$ cat config.mk
export PLATFORM = sky130hd
export DESIGN_NAME = aps_core
export DESIGN_NICKNAME = d
export VERILOG_FILES = /design/src/logic/aps_pkg.sv /design/src/logic/aps_core.sv
export VERILOG_INCLUDE_DIRS = /design/src /design/src/logic
export SDC_FILE = /design/constraint.sdc
export NUM_CORES = 1
export LEC_CHECK = 0
export CORE_UTILIZATION = 65
export CTS_BUF_LIST = sky130_fd_sc_hd__clkbuf_8 sky130_fd_sc_hd__clkbuf_16
export CTS_CLUSTER_SIZE = 40
export DETAILED_ROUTE_END_ITERATION = 12
export DONT_BUFFER_PORTS = 1
export GPL_TIMING_DRIVEN = 0
export PLACE_DENSITY = 0.81
export SYNTH_ARGS = -nofsm -noshare
export SYNTH_HDL_FRONTEND = slang
export SYNTH_SLANG_ARGS = --single-unit
$ cat constraint.sdc
create_clock -name REF_CLK -period 8.05 [get_ports REF_CLK]
set_clock_uncertainty 0.2 [all_clocks]
set_input_delay 0.805 -clock REF_CLK [delete_from_list [all_inputs] [get_ports REF_CLK]]
set_output_delay 0.805 -clock REF_CLK [all_outputs]
set_load 0.01 [all_outputs]
$ cat src/logic/aps_defs.svh
`ifndef APS_DEFS_SVH
`define APS_DEFS_SVH
// Behaviour
// - Front end yields a fresh raw angle code once every 1 us.
// - Raw codes pass a first-order low-pass; filter window sets its time constant.
// - Idle powers down front end and filter; register and angle port stay live.
// - Default settings report an angle rising with clockwise field rotation.
// - Counting direction and zero reference are software configurable.
// - Active mode runs front end and filter continuously.
// - Auto duty cycle mode alternates between active and idle on its own.
// - Low-power tick times each cycle from active-time and cycle-period registers.
// - In register-set auto duty cycle mode the host may read at any moment.
// - Auto duty cycle refresh rate equals the cycle period setting while the active time is below it.
// - Auto duty cycle mode publishes the angle only when an active period ends.
// - Enable and auto duty cycle pins select any of the three power modes.
// - Electrical angle wraps once per pole pair; no mechanical rescaling.
// - Configured power mode starts only after chip select is seen high.

`define APS_CLK_MHZ 40
`define APS_SAMPLE_NS 1000
`define APS_SAMPLE_CYC ((`APS_SAMPLE_NS * `APS_CLK_MHZ) / 1000)
`define APS_LP_TICK_NS 10000
`define APS_LP_TICK_CYC ((`APS_LP_TICK_NS * `APS_CLK_MHZ) / 1000)

`define APS_ADDR_CTRL 12'h000
`define APS_ADDR_FILT 12'h004
`define APS_ADDR_ZERO 12'h008
`define APS_ADDR_ACTIVE 12'h00c
`define APS_ADDR_CYCLE 12'h010
`define APS_ADDR_STATUS 12'h014
`define APS_ADDR_ANGLE 12'h018

`define APS_CTRL_MODE_LSB 0
`define APS_CTRL_PIN_BIT 2
`define APS_CTRL_DIR_BIT 3

`define APS_RST_MODE 2'h0
`define APS_RST_FILT 4'h4
`define APS_RST_ZERO 16'h0000
`define APS_RST_ACTIVE 8'h01
`define APS_RST_CYCLE 8'h0a
`define APS_FIFO_DEPTH 8
`endif

$ cat src/logic/aps_pkg.sv
package aps_pkg;
    typedef enum logic [1:0] {
        APS_MODE_ACTIVE = 2'h0,
        APS_MODE_IDLE = 2'h1,
        APS_MODE_AUTO = 2'h2
    } aps_mode_t;
    typedef enum logic [4:0] {
        ST_HOLD = 5'h01,
        ST_IDLE = 5'h02,
        ST_ACTIVE = 5'h04,
        ST_AUTO_ON = 5'h08,
        ST_AUTO_OFF = 5'h10
    } aps_state_t;
endpackage

$ cat src/logic/aps_core.sv
`include "aps_defs.svh"

module aps_fifo #(
    parameter int WIDTH = 16,
    parameter int DEPTH = 8
) (
    input wire logic clk,
    input wire logic rst,
    input wire logic [WIDTH-1:0] in_data,
    input wire logic in_valid,
    output logic in_ready,
    output logic [WIDTH-1:0] out_data,
    output logic out_valid,
    input wire logic out_ready
);
    localparam int AW = $clog2(DEPTH);
    logic [WIDTH-1:0] mem [DEPTH];
    logic [AW-1:0] wr_ptr;
    logic [AW-1:0] rd_ptr;
    logic [AW:0] count;
    logic do_wr;
    logic do_rd;

    assign in_ready = (count != (AW + 1)'(DEPTH));
    assign out_valid = (count != '0);
    assign out_data = mem[rd_ptr];
    assign do_wr = in_valid && in_ready;
    assign do_rd = out_valid && out_ready;

    always_ff @(posedge clk) begin
        if (do_wr) begin
            mem[wr_ptr] <= in_data;
        end
    end

    always_ff @(posedge clk or posedge rst) begin
        if (rst) begin
            wr_ptr <= '0;
            rd_ptr <= '0;
            count <= '0;
        end else begin
            if (do_wr) begin
                wr_ptr <= (wr_ptr == AW'(DEPTH - 1)) ? '0 : wr_ptr + 1'b1;
            end
            if (do_rd) begin
                rd_ptr <= (rd_ptr == AW'(DEPTH - 1)) ? '0 : rd_ptr + 1'b1;
            end
            if (do_wr && !do_rd) begin
                count <= count + 1'b1;
            end else if (do_rd && !do_wr) begin
                count <= count - 1'b1;
            end
        end
    end
endmodule

module aps_core
    import aps_pkg::*;
(
    input wire logic REF_CLK,
    input wire logic SYS_RST,
    input wire logic PSEL,
    input wire logic PENABLE,
    input wire logic PWRITE,
    input wire logic [11:0] PADDR,
    input wire logic [31:0] PWDATA,
    output logic [31:0] PRDATA,
    output logic PREADY,
    output logic PSLVERR,
    input wire logic EN_PIN,
    input wire logic AUTO_DUTY_CYCLE_MODE,
    input wire logic CS_N,
    output logic FE_POWER_ON,
    output logic FE_SAMPLE,
    input wire logic [15:0] RAW_ANGLE,
    input wire logic RAW_VALID,
    output logic RAW_READY,
    output logic [15:0] ANGLE,
    output logic ANGLE_UPDATE
);
    logic [1:0] mode_sel;
    logic pin_ctrl;
    logic dir_reverse;
    logic [3:0] filter_window_setting;
    logic [15:0] zero_ref;
    logic [7:0] active_time;
    logic [7:0] cycle_period_setting;
    aps_state_t state;
    aps_state_t next_state;
    aps_mode_t req_mode;
    logic started;
    logic [5:0] sample_cnt;
    logic [8:0] lp_cnt;
    logic lp_tick;
    logic [7:0] cyc_cnt;
    logic powered;
    logic [15:0] fifo_data;
    logic fifo_valid;
    logic [23:0] acc;
    logic [23:0] diff;
    logic filt_upd;
    logic filt_done;
    logic [15:0] rel_angle;
    logic [15:0] out_angle;
    logic publish;
    logic pending;
    logic [15:0] pend_angle;
    logic setup;
    logic wr_en;
    logic addr_ok;

    // Bus: every register answers in the access cycle, no wait states
    assign setup = PSEL && !PENABLE;
    // Writes land on the completing access edge, never on the setup edge
    assign wr_en = PSEL && PENABLE && PWRITE;
    assign PREADY = 1'b1;

    always_comb begin
        unique case (PADDR)
            `APS_ADDR_CTRL, `APS_ADDR_FILT, `APS_ADDR_ZERO, `APS_ADDR_ACTIVE,
            `APS_ADDR_CYCLE, `APS_ADDR_STATUS, `APS_ADDR_ANGLE: addr_ok = 1'b1;
            default: addr_ok = 1'b0;
        endcase
    end

    always_ff @(posedge REF_CLK or posedge SYS_RST) begin
        if (SYS_RST) begin
            mode_sel <= `APS_RST_MODE;
            pin_ctrl <= 1'b0;
            dir_reverse <= 1'b0;
            filter_window_setting <= `APS_RST_FILT;
            zero_ref <= `APS_RST_ZERO;
            active_time <= `APS_RST_ACTIVE;
            cycle_period_setting <= `APS_RST_CYCLE;
        end else if (wr_en) begin
            unique case (PADDR)
                `APS_ADDR_CTRL: begin
                    mode_sel <= PWDATA[`APS_CTRL_MODE_LSB +: 2];
                    pin_ctrl <= PWDATA[`APS_CTRL_PIN_BIT];
                    dir_reverse <= PWDATA[`APS_CTRL_DIR_BIT];
                end
                `APS_ADDR_FILT: filter_window_setting <= PWDATA[3:0];
                `APS_ADDR_ZERO: zero_ref <= PWDATA[15:0];
                // A zero active time would wrap the compare to 255 and keep the front end on for 256 ticks; clamp to one tick
                `APS_ADDR_ACTIVE: active_time <= (PWDATA[7:0] == 8'h00) ? 8'h01 : PWDATA[7:0];
                `APS_ADDR_CYCLE: cycle_period_setting <= (PWDATA[7:0] == 8'h00) ? 8'h01 : PWDATA[7:0];
                default: ;
            endcase
        end
    end

    // Read data is captured in the setup cycle so PRDATA comes from flops
    always_ff @(posedge REF_CLK or posedge SYS_RST) begin
        if (SYS_RST) begin
            PRDATA <= 32'h0000_0000;
            PSLVERR <= 1'b0;
        end else if (setup) begin
            PSLVERR <= !addr_ok;
            PRDATA <= 32'h0000_0000;
            if (!PWRITE) begin
                unique case (PADDR)
                    `APS_ADDR_CTRL: PRDATA <= {28'h0, dir_reverse, pin_ctrl, mode_sel};
                    `APS_ADDR_FILT: PRDATA <= {28'h0, filter_window_setting};
                    `APS_ADDR_ZERO: PRDATA <= {16'h0, zero_ref};
                    `APS_ADDR_ACTIVE: PRDATA <= {24'h0, active_time};
                    `APS_ADDR_CYCLE: PRDATA <= {24'h0, cycle_period_setting};
                    `APS_ADDR_STATUS: PRDATA <= {25'h0, started, powered, state};
                    `APS_ADDR_ANGLE: PRDATA <= {16'h0, ANGLE};
                    default: PRDATA <= 32'h0000_0000;
                endcase
            end
        end
    end

    // Pins override the register mode when pin control is on
    always_comb begin
        if (pin_ctrl) begin
            if (!EN_PIN) begin
                req_mode = APS_MODE_IDLE;
            end else if (AUTO_DUTY_CYCLE_MODE) begin
                req_mode = APS_MODE_AUTO;
            end else begin
                req_mode = APS_MODE_ACTIVE;
            end
        end else begin
            unique case (mode_sel)
                2'h0: req_mode = APS_MODE_ACTIVE;
                2'h1: req_mode = APS_MODE_IDLE;
                default: req_mode = APS_MODE_AUTO;
            endcase
        end
    end

    always_ff @(posedge REF_CLK or posedge SYS_RST) begin
        if (SYS_RST) begin
            started <= 1'b0;
        end else if (CS_N) begin
            started <= 1'b1;
        end
    end

    // Free-running low-power tick; never gated so cycle timing stays regular
    assign lp_tick = (lp_cnt == 9'(`APS_LP_TICK_CYC - 1));

    always_ff @(posedge REF_CLK or posedge SYS_RST) begin
        if (SYS_RST) begin
            lp_cnt <= '0;
        end else begin
            lp_cnt <= lp_tick ? '0 : lp_cnt + 1'b1;
        end
    end

    always_comb begin
        next_state = state;
        unique case (state)
            ST_HOLD: begin
                if (started) begin
                    next_state = ST_IDLE;
                end
            end
            ST_IDLE, ST_ACTIVE: begin
                if (req_mode == APS_MODE_ACTIVE) begin
                    next_state = ST_ACTIVE;
                end else if (req_mode == APS_MODE_AUTO) begin
                    next_state = ST_AUTO_ON;
                end else begin
                    next_state = ST_IDLE;
                end
            end
            ST_AUTO_ON: begin
                if (req_mode != APS_MODE_AUTO) begin
                    next_state = ST_IDLE;
                end else if (lp_tick && cyc_cnt == active_time - 8'h01) begin
                    next_state = ST_AUTO_OFF;
                end
            end
            ST_AUTO_OFF: begin
                if (req_mode != APS_MODE_AUTO) begin
                    next_state = ST_IDLE;
                end else if (lp_tick && cyc_cnt >= cycle_period_setting - 8'h01) begin
                    next_state = ST_AUTO_ON;
                end
            end
            default: next_state = ST_HOLD;
        endcase
    end

    always_ff @(posedge REF_CLK or posedge SYS_RST) begin
        if (SYS_RST) begin
            state <= ST_HOLD;
        end else begin
            state <= next_state;
        end
    end

    // Cycle position in low-power ticks; one full cycle is cycle_period_setting ticks while active_time is below it
    always_ff @(posedge REF_CLK or posedge SYS_RST) begin
        if (SYS_RST) begin
            cyc_cnt <= '0;
        end else if (next_state != ST_AUTO_ON && next_state != ST_AUTO_OFF) begin
            cyc_cnt <= '0;
        end else if (state == ST_AUTO_OFF && next_state == ST_AUTO_ON) begin
            cyc_cnt <= '0;
        end else if (lp_tick && (state == ST_AUTO_ON || state == ST_AUTO_OFF)) begin
            cyc_cnt <= cyc_cnt + 8'h01;
        end
    end

    assign powered = (state == ST_ACTIVE) || (state == ST_AUTO_ON);
    assign FE_POWER_ON = powered;

    always_ff @(posedge REF_CLK or posedge SYS_RST) begin
        if (SYS_RST) begin
            sample_cnt <= '0;
            FE_SAMPLE <= 1'b0;
        end else if (!powered) begin
            sample_cnt <= '0;
            FE_SAMPLE <= 1'b0;
        end else begin
            FE_SAMPLE <= (sample_cnt == 6'(`APS_SAMPLE_CYC - 1));
            sample_cnt <= (sample_cnt == 6'(`APS_SAMPLE_CYC - 1)) ? '0 : sample_cnt + 1'b1;
        end
    end

    // The filter drains only while powered, so an idle phase backs samples up here
    aps_fifo #(
        .WIDTH(16),
        .DEPTH(`APS_FIFO_DEPTH)
    ) u_fifo (
        .clk(REF_CLK),
        .rst(SYS_RST),
        .in_data(RAW_ANGLE),
        .in_valid(RAW_VALID),
        .in_ready(RAW_READY),
        .out_data(fifo_data),
        .out_valid(fifo_valid),
        .out_ready(powered)
    );

    // Wrapping difference keeps the filter correct across the 0/full-scale seam
    assign diff = {fifo_data, 8'h00} - acc;
    assign filt_upd = fifo_valid && powered;

    always_ff @(posedge REF_CLK or posedge SYS_RST) begin
        if (SYS_RST) begin
            acc <= '0;
        end else if (filt_upd) begin
            acc <= acc + 24'($signed(diff) >>> filter_window_setting);
        end
    end

    // Default: no reversal and zero offset, so angle follows the raw clockwise code
    assign rel_angle = acc[23:8] - zero_ref;
    assign out_angle = dir_reverse ? 16'h0000 - rel_angle : rel_angle;

    // Publish one cycle after the filter step so the fresh value, not the old one, is offered
    always_ff @(posedge REF_CLK or posedge SYS_RST) begin
        if (SYS_RST) begin
            filt_done <= 1'b0;
        end else begin
            filt_done <= filt_upd && (state == ST_ACTIVE);
        end
    end

    // A step finishing just as auto mode starts is left to the end of the active period
    assign publish = (filt_done && state != ST_AUTO_ON)
        || (state == ST_AUTO_ON && next_state == ST_AUTO_OFF);

    // Output holds while chip select is low; a late update waits here for its release
    always_ff @(posedge REF_CLK or posedge SYS_RST) begin
        if (SYS_RST) begin
            pending <= 1'b0;
            pend_angle <= '0;
        end else if (publish && !CS_N) begin
            pending <= 1'b1;
            pend_angle <= out_angle;
        end else if (CS_N) begin
            pending <= 1'b0;
        end
    end

    always_ff @(posedge REF_CLK or posedge SYS_RST) begin
        if (SYS_RST) begin
            ANGLE <= '0;
            ANGLE_UPDATE <= 1'b0;
        end else begin
            ANGLE_UPDATE <= CS_N && (publish || pending);
            if (CS_N && publish) begin
                ANGLE <= out_angle;
            end else if (CS_N && pending) begin
                ANGLE <= pend_angle;
            end
            // Otherwise the last published angle simply stays offered
        end
    end
endmodule

Word-level counts from Yosys, hierarchy flattened. Memory sizes are Yosys's and may differ from the RTL's. Index checks and enable logic that the tools add are counted. W data, S select, Z words.

Flip-flop bits (word level): 172. RAM bits: 128. Output and inout bits: 54. Logic and storage cells: 143. Memories kept: 1.

$add $sub $neg: 13. $lt $le $gt $ge: 1. Eq/ne operators: 25. Shifts and indexed selects: 1. Muxes and demuxes: 34. Reductions and logical operators: 44.

Memory list: u_fifo.mem (words 8, bits a word 16, read ports 1, clocked after Yosys merged registers in 0, write ports 1, RTL line aps_core.sv:17) `logic [WIDTH-1:0] mem [DEPTH];`.

Operators with widths (number): $pmux W16 S7 (1); $mux W16 (4); $eq A12 B5 Y1 const B (3); $mux W8 (4); $mux W5 (5); $add A24 B24 Y24 (1); $eq A12 B4 Y1 const B (2); $sshr A24 B4 Y24 (1); $sub A24 B24 Y24 (1); $pmux W5 S4 (1); $logic_and A1 B1 Y1 (19); $mux W4 (4); $sub A1 B16 Y16 const A (1); $sub A16 B16 Y16 (1); $sub A8 B1 Y8 const B (2); $eq A12 B3 Y1 const B (1); $logic_not A12 Y1 (1); $mux W6 (2); $eq A5 B4 Y1 const B (2); $eq A5 B5 Y1 const B (2); $ne A5 B4 Y1 const B (2); $reduce_and A2 Y1 (5); $add A9 B1 Y9 const B (1); $eq A9 B9 Y1 const B (1); other kinds (31) (51).

Longest topological paths before layout.
Word-level depth: 12. Mapped depth: 26.

Modules after synthesis. From an unflattened synthesis, not the netlist that was laid out.

Cell total of the unflattened synthesis: 1542. Area, all modules: 16997.6 um^2.

Modules (own cells, without submodules): aps_core (times used 1, cells an instance 1292, area each 11393.4 um^2, seq. area each 3659.8 um^2); aps_fifo (times used 1, cells an instance 250, area each 5604.1 um^2, seq. area each 4093.9 um^2).

Worst setup path after synthesis. OpenSTA, ideal clock, no wires.

Path kind: reg-to-reg. From: reg u_fifo.rd_ptr[0]. To: reg acc[23]. Library setup time: 0.126 ns. Arrival: 6.390 ns. Setup slack: 1.334 ns. Stages on the path, launching flop included: 24. Path buffers: 2. Period minus slack after synthesis: 6.716 ns. Cells stage by stage: dfrtp_1 > buf_4 > buf_1 > mux4_2 > mux2_2 > ha_1 > a21o_1 > a221oi_2 > a21oi_2 > or3_4 > a221o_1 > xnor2_2 > inv_1 > mux4_2 > mux4_2 > ha_1 > o211ai_1 > and2_1 > o31a_1 > o211a_1 > o31ai_1 > a31oi_1 > mux2i_1 > xnor2_1.

Longest elaborated chain between the ends: 4.

Ends and longest elaborated chain: from (decl) (RTL line aps_core.sv:19) `logic [AW-1:0] rd_ptr;`; from (signal assigned) (RTL line aps_core.sv:46) `rd_ptr <= (rd_ptr == AW'(DEPTH - 1)) ? '0 : rd_ptr + 1'b1;`; $mem_v2 Z8 W16; $sub A24 B24 Y24 (RTL line aps_core.sv:301) `assign diff = {fifo_data, 8'h00} - acc;`; $sshr A24 B4 Y24 (RTL line aps_core.sv:308) `acc <= acc + 24'($signed(diff) >>> filter_window_setting);`; $add A24 B24 Y24 (RTL line aps_core.sv:308); to (signal assigned) (RTL line aps_core.sv:308); to (decl) (RTL line aps_core.sv:99) `logic [23:0] acc;`.

Every way passes these cells. A chain may end at the register's enable or synchronous reset.

Worst setup path in the final report.
From: reg u_fifo.rd_ptr[0]. To: reg acc[22].

The elaborated chain is that of the path after synthesis.

==> out/results.tsv <==
metric	value	unit
placed wire-length estimate	30900	um
Final min period	7.72	ns
CP arrival	8.03	ns
nets@finish	1737	
async set or reset register ratio after synthesis	54.9	%
R2R depth	26	
Worst slew margin	24.1	%
pin count of the biggest net entering global routing	90	
H-tree depth	1	
PortBufs	0	
clk_lat worst skew	0.60	ns
synthesized instance count	1522	
CP most frequent cell	o21ai_0	
RSZ-0062 raised after global routing	no	
failing checks	negative hold slack	
mapped cell area	16700	um^2
Reg2Reg Launch Point	u_fifo.rd_ptr[0]$_DFFE_PP0P_	
routed via count	12600	
Setup TNS Final	0	ns
syn_area_per_cell	10.9	um^2
layout cells sized above 1	13.4	%
sequential share of the synthesized area	46.5	%
area grow syn2layout	10.3	%
max cap viols	0	
distinct cell type count after synthesis	93	
met1 usage	44.5	%
core area	25200	um^2
synth warn	0	
initial core utilization	66.2	%
Root Buffer	clkbuf_16	
synth top area cells	edfxtp_1, dfrtp_1, ha_1, mux4_2, mux2_2	
Final WS setup	0.331	ns
met2 track demand over resource	56.5	%
GP Congestion	0.991	
Post-synth EDFFs	128	
critical path's largest stage delay	0.57	ns
TritonCTS Buffers	30	
Core Util, Final	72.9	%
most frequent cells in the layout	dfrtp_1, nand2_1, edfxtp_1, o21ai_0, nor2_1	
vias in the first global route	12300	
crit end category	register	
commonest non-fill, non-tap cell in the layout	dfrtp_1	
crit share post-route	95.9	%
first-pass GRT wire length	67700	um
Die Y	162	um
initial antenna violation count	0	
design area	18400	um^2
vias per cell	6.50	
# IOs	123	
Max Slew Vio Count	0	
Post-DRT Antenna Nets	0	
Max clock buf depth	3	
DRT Pass-1 Iters	6	
Iteration-0 DRC Markers	1391	
Reg clk slew, reported paths	0.07	ns
Synth Register Bits	284	
R2R Setup Slk	0.33	ns
maximum fanout along the worst path	10	
CP startpoint kind	register	
die width	162	um
Residual DRC	0	
drt wl/cell	22.3	um
slowest CP cell	mux4_2	
gr usage total	33.3	%
count of final hold-check violations	5	
M3 GR Usage	4.09	%
r2r endpoint	acc[22]$_DFFE_PP0P_	
status	finished, violations left	
diodes inserted	0	
top cell type's share of synthesized area	23.1	%
WL final	43200	um
die area	26300	um^2
dominant synthesized flop cell	dfrtp_1	
# rows	58	
Placed Area	17300	um^2
Setup Crit Path Kind	reg -> reg	
Tightest Hold Check Type	in -> async	
final setup fails	0	
clk sinks	284	
CTS tree	built	
Fin Hold WS	-0.00113	ns
Fmax	0.130	GHz
overflow left after global routing	0	
Synth area leader	edfxtp_1	
Worst Tran Pin Value	1.13	ns
required arrival time at the worst endpoint	8.36	ns
DP Worst Slack	0.0520	ns
fillers	1723	
busiest layer in global routing	met2	
==> kinds of logic after synthesis <==
kind of cell    Yosys count  share of synthesized area [%]
fa+ha+maj                85                           6.52
compound gates          348                           13.7
xor+xnor                102                           5.50
simple gates            409                           12.0
other cells               2                         0.0451
mux                     138                           11.8
buf+inv                 154                           3.94
flops                   284                           46.5
==> state kept, by name, indices dropped and copies added (netlist names), 2 cells and up <==
name / cells
lp_cnt: 9
sample_cnt: 6
filter_window_setting: 4
pend_angle: 16
state: 5
u_fifo.wr_ptr: 3
mode_sel: 2
acc: 24
u_fifo.count: 4
ANGLE: 16
zero_ref: 16
cyc_cnt: 8
cycle_period_setting: 8
u_fifo.mem: 128
active_time: 8
PRDATA: 16
u_fifo.rd_ptr: 3
==> how the worst max path moves through the flow <==
stage / startpoint / to / slack [ns]
4_1_cts: u_fifo.rd_ptr[0]$_DFFE_PP0P_ / acc[22]$_DFFE_PP0P_ / 0.009
2_1_floorplan: u_fifo.rd_ptr[0]$_DFFE_PP0P_ / acc[23]$_DFFE_PP0P_ / 1.33
5_1_grt: u_fifo.rd_ptr[0]$_DFFE_PP0P_ / acc[22]$_DFFE_PP0P_ / 0.006
3_3_place_gp: u_fifo.rd_ptr[0]$_DFFE_PP0P_ / acc[22]$_DFFE_PP0P_ / 0.17
6_report: u_fifo.rd_ptr[0]$_DFFE_PP0P_ / acc[22]$_DFFE_PP0P_ / 0.33
3_5_place_dp: u_fifo.rd_ptr[0]$_DFFE_PP0P_ / acc[22]$_DFFE_PP0P_ / 0.05
==> what timing repair did <==
item,CTS,global route
endpoints found under the setup margin,0,5
buffers inserted,0,0
hold buffers,0,0
resized for setup,0,10
==> synth_stat cells, types with 44 or more instances <==
cell        n
a21oi_1    75
nor2_1     93
mux2_2     53
o21ai_0    99
dfrtp_1   151
ha_1       82
clkbuf_1   51
mux2i_1    44
edfxtp_1  128
inv_1      70
xor2_1     47
xnor2_1    52
nand2_1   144
==> routing by layer <==
metal	part of all wire, %	wire length [um]	vias up
li1	-	-	5726
met1	41	17600	6179
met2	49	21300	581
met3	6.8	2960	107
met4	3.1	1360	0
met5	0	0	-
==> worst max-delay path: cells and delay by family, from the launching register on <==
family                   cells  cell delay [ns]
AO/OA/AOI/OAI               10             2.78
multiplexers                 4             1.77
adder cells (fa/ha/maj)      3             0.81
AND/OR/NAND/NOR              5             0.77
buffers and inverters        3             0.72
flip-flops                   1             0.37
XOR/XNOR                     1             0.22
==> per-stage QoR <==
stage	instances	hold slack, ns
after floorplan	1537	0.231
after global routing	1936	0.0404
after global placement	1867	0.252
after detailed placement	1881	0.259
after CTS	1936	0.00200
final	1936	-0.00113
==> layout make-up <==
cell class / instances / area (um^2) / area share, %
clock inverter: 23 / 226 / 1.23
tap: 330 / 413 / 2.25
clock buffer: 32 / 778 / 4.24
buffer: 81 / 388 / 2.11
timing repair buffer: 14 / 163 / 0.886
inverter: 73 / 279 / 1.52
multi-input combinational: 1099 / 8370 / 45.6
sequential: 284 / 7750 / 42.2
Power is not shown: default switching activity piles up to over one toggle a cycle in this logic, so the estimate is an artifact.
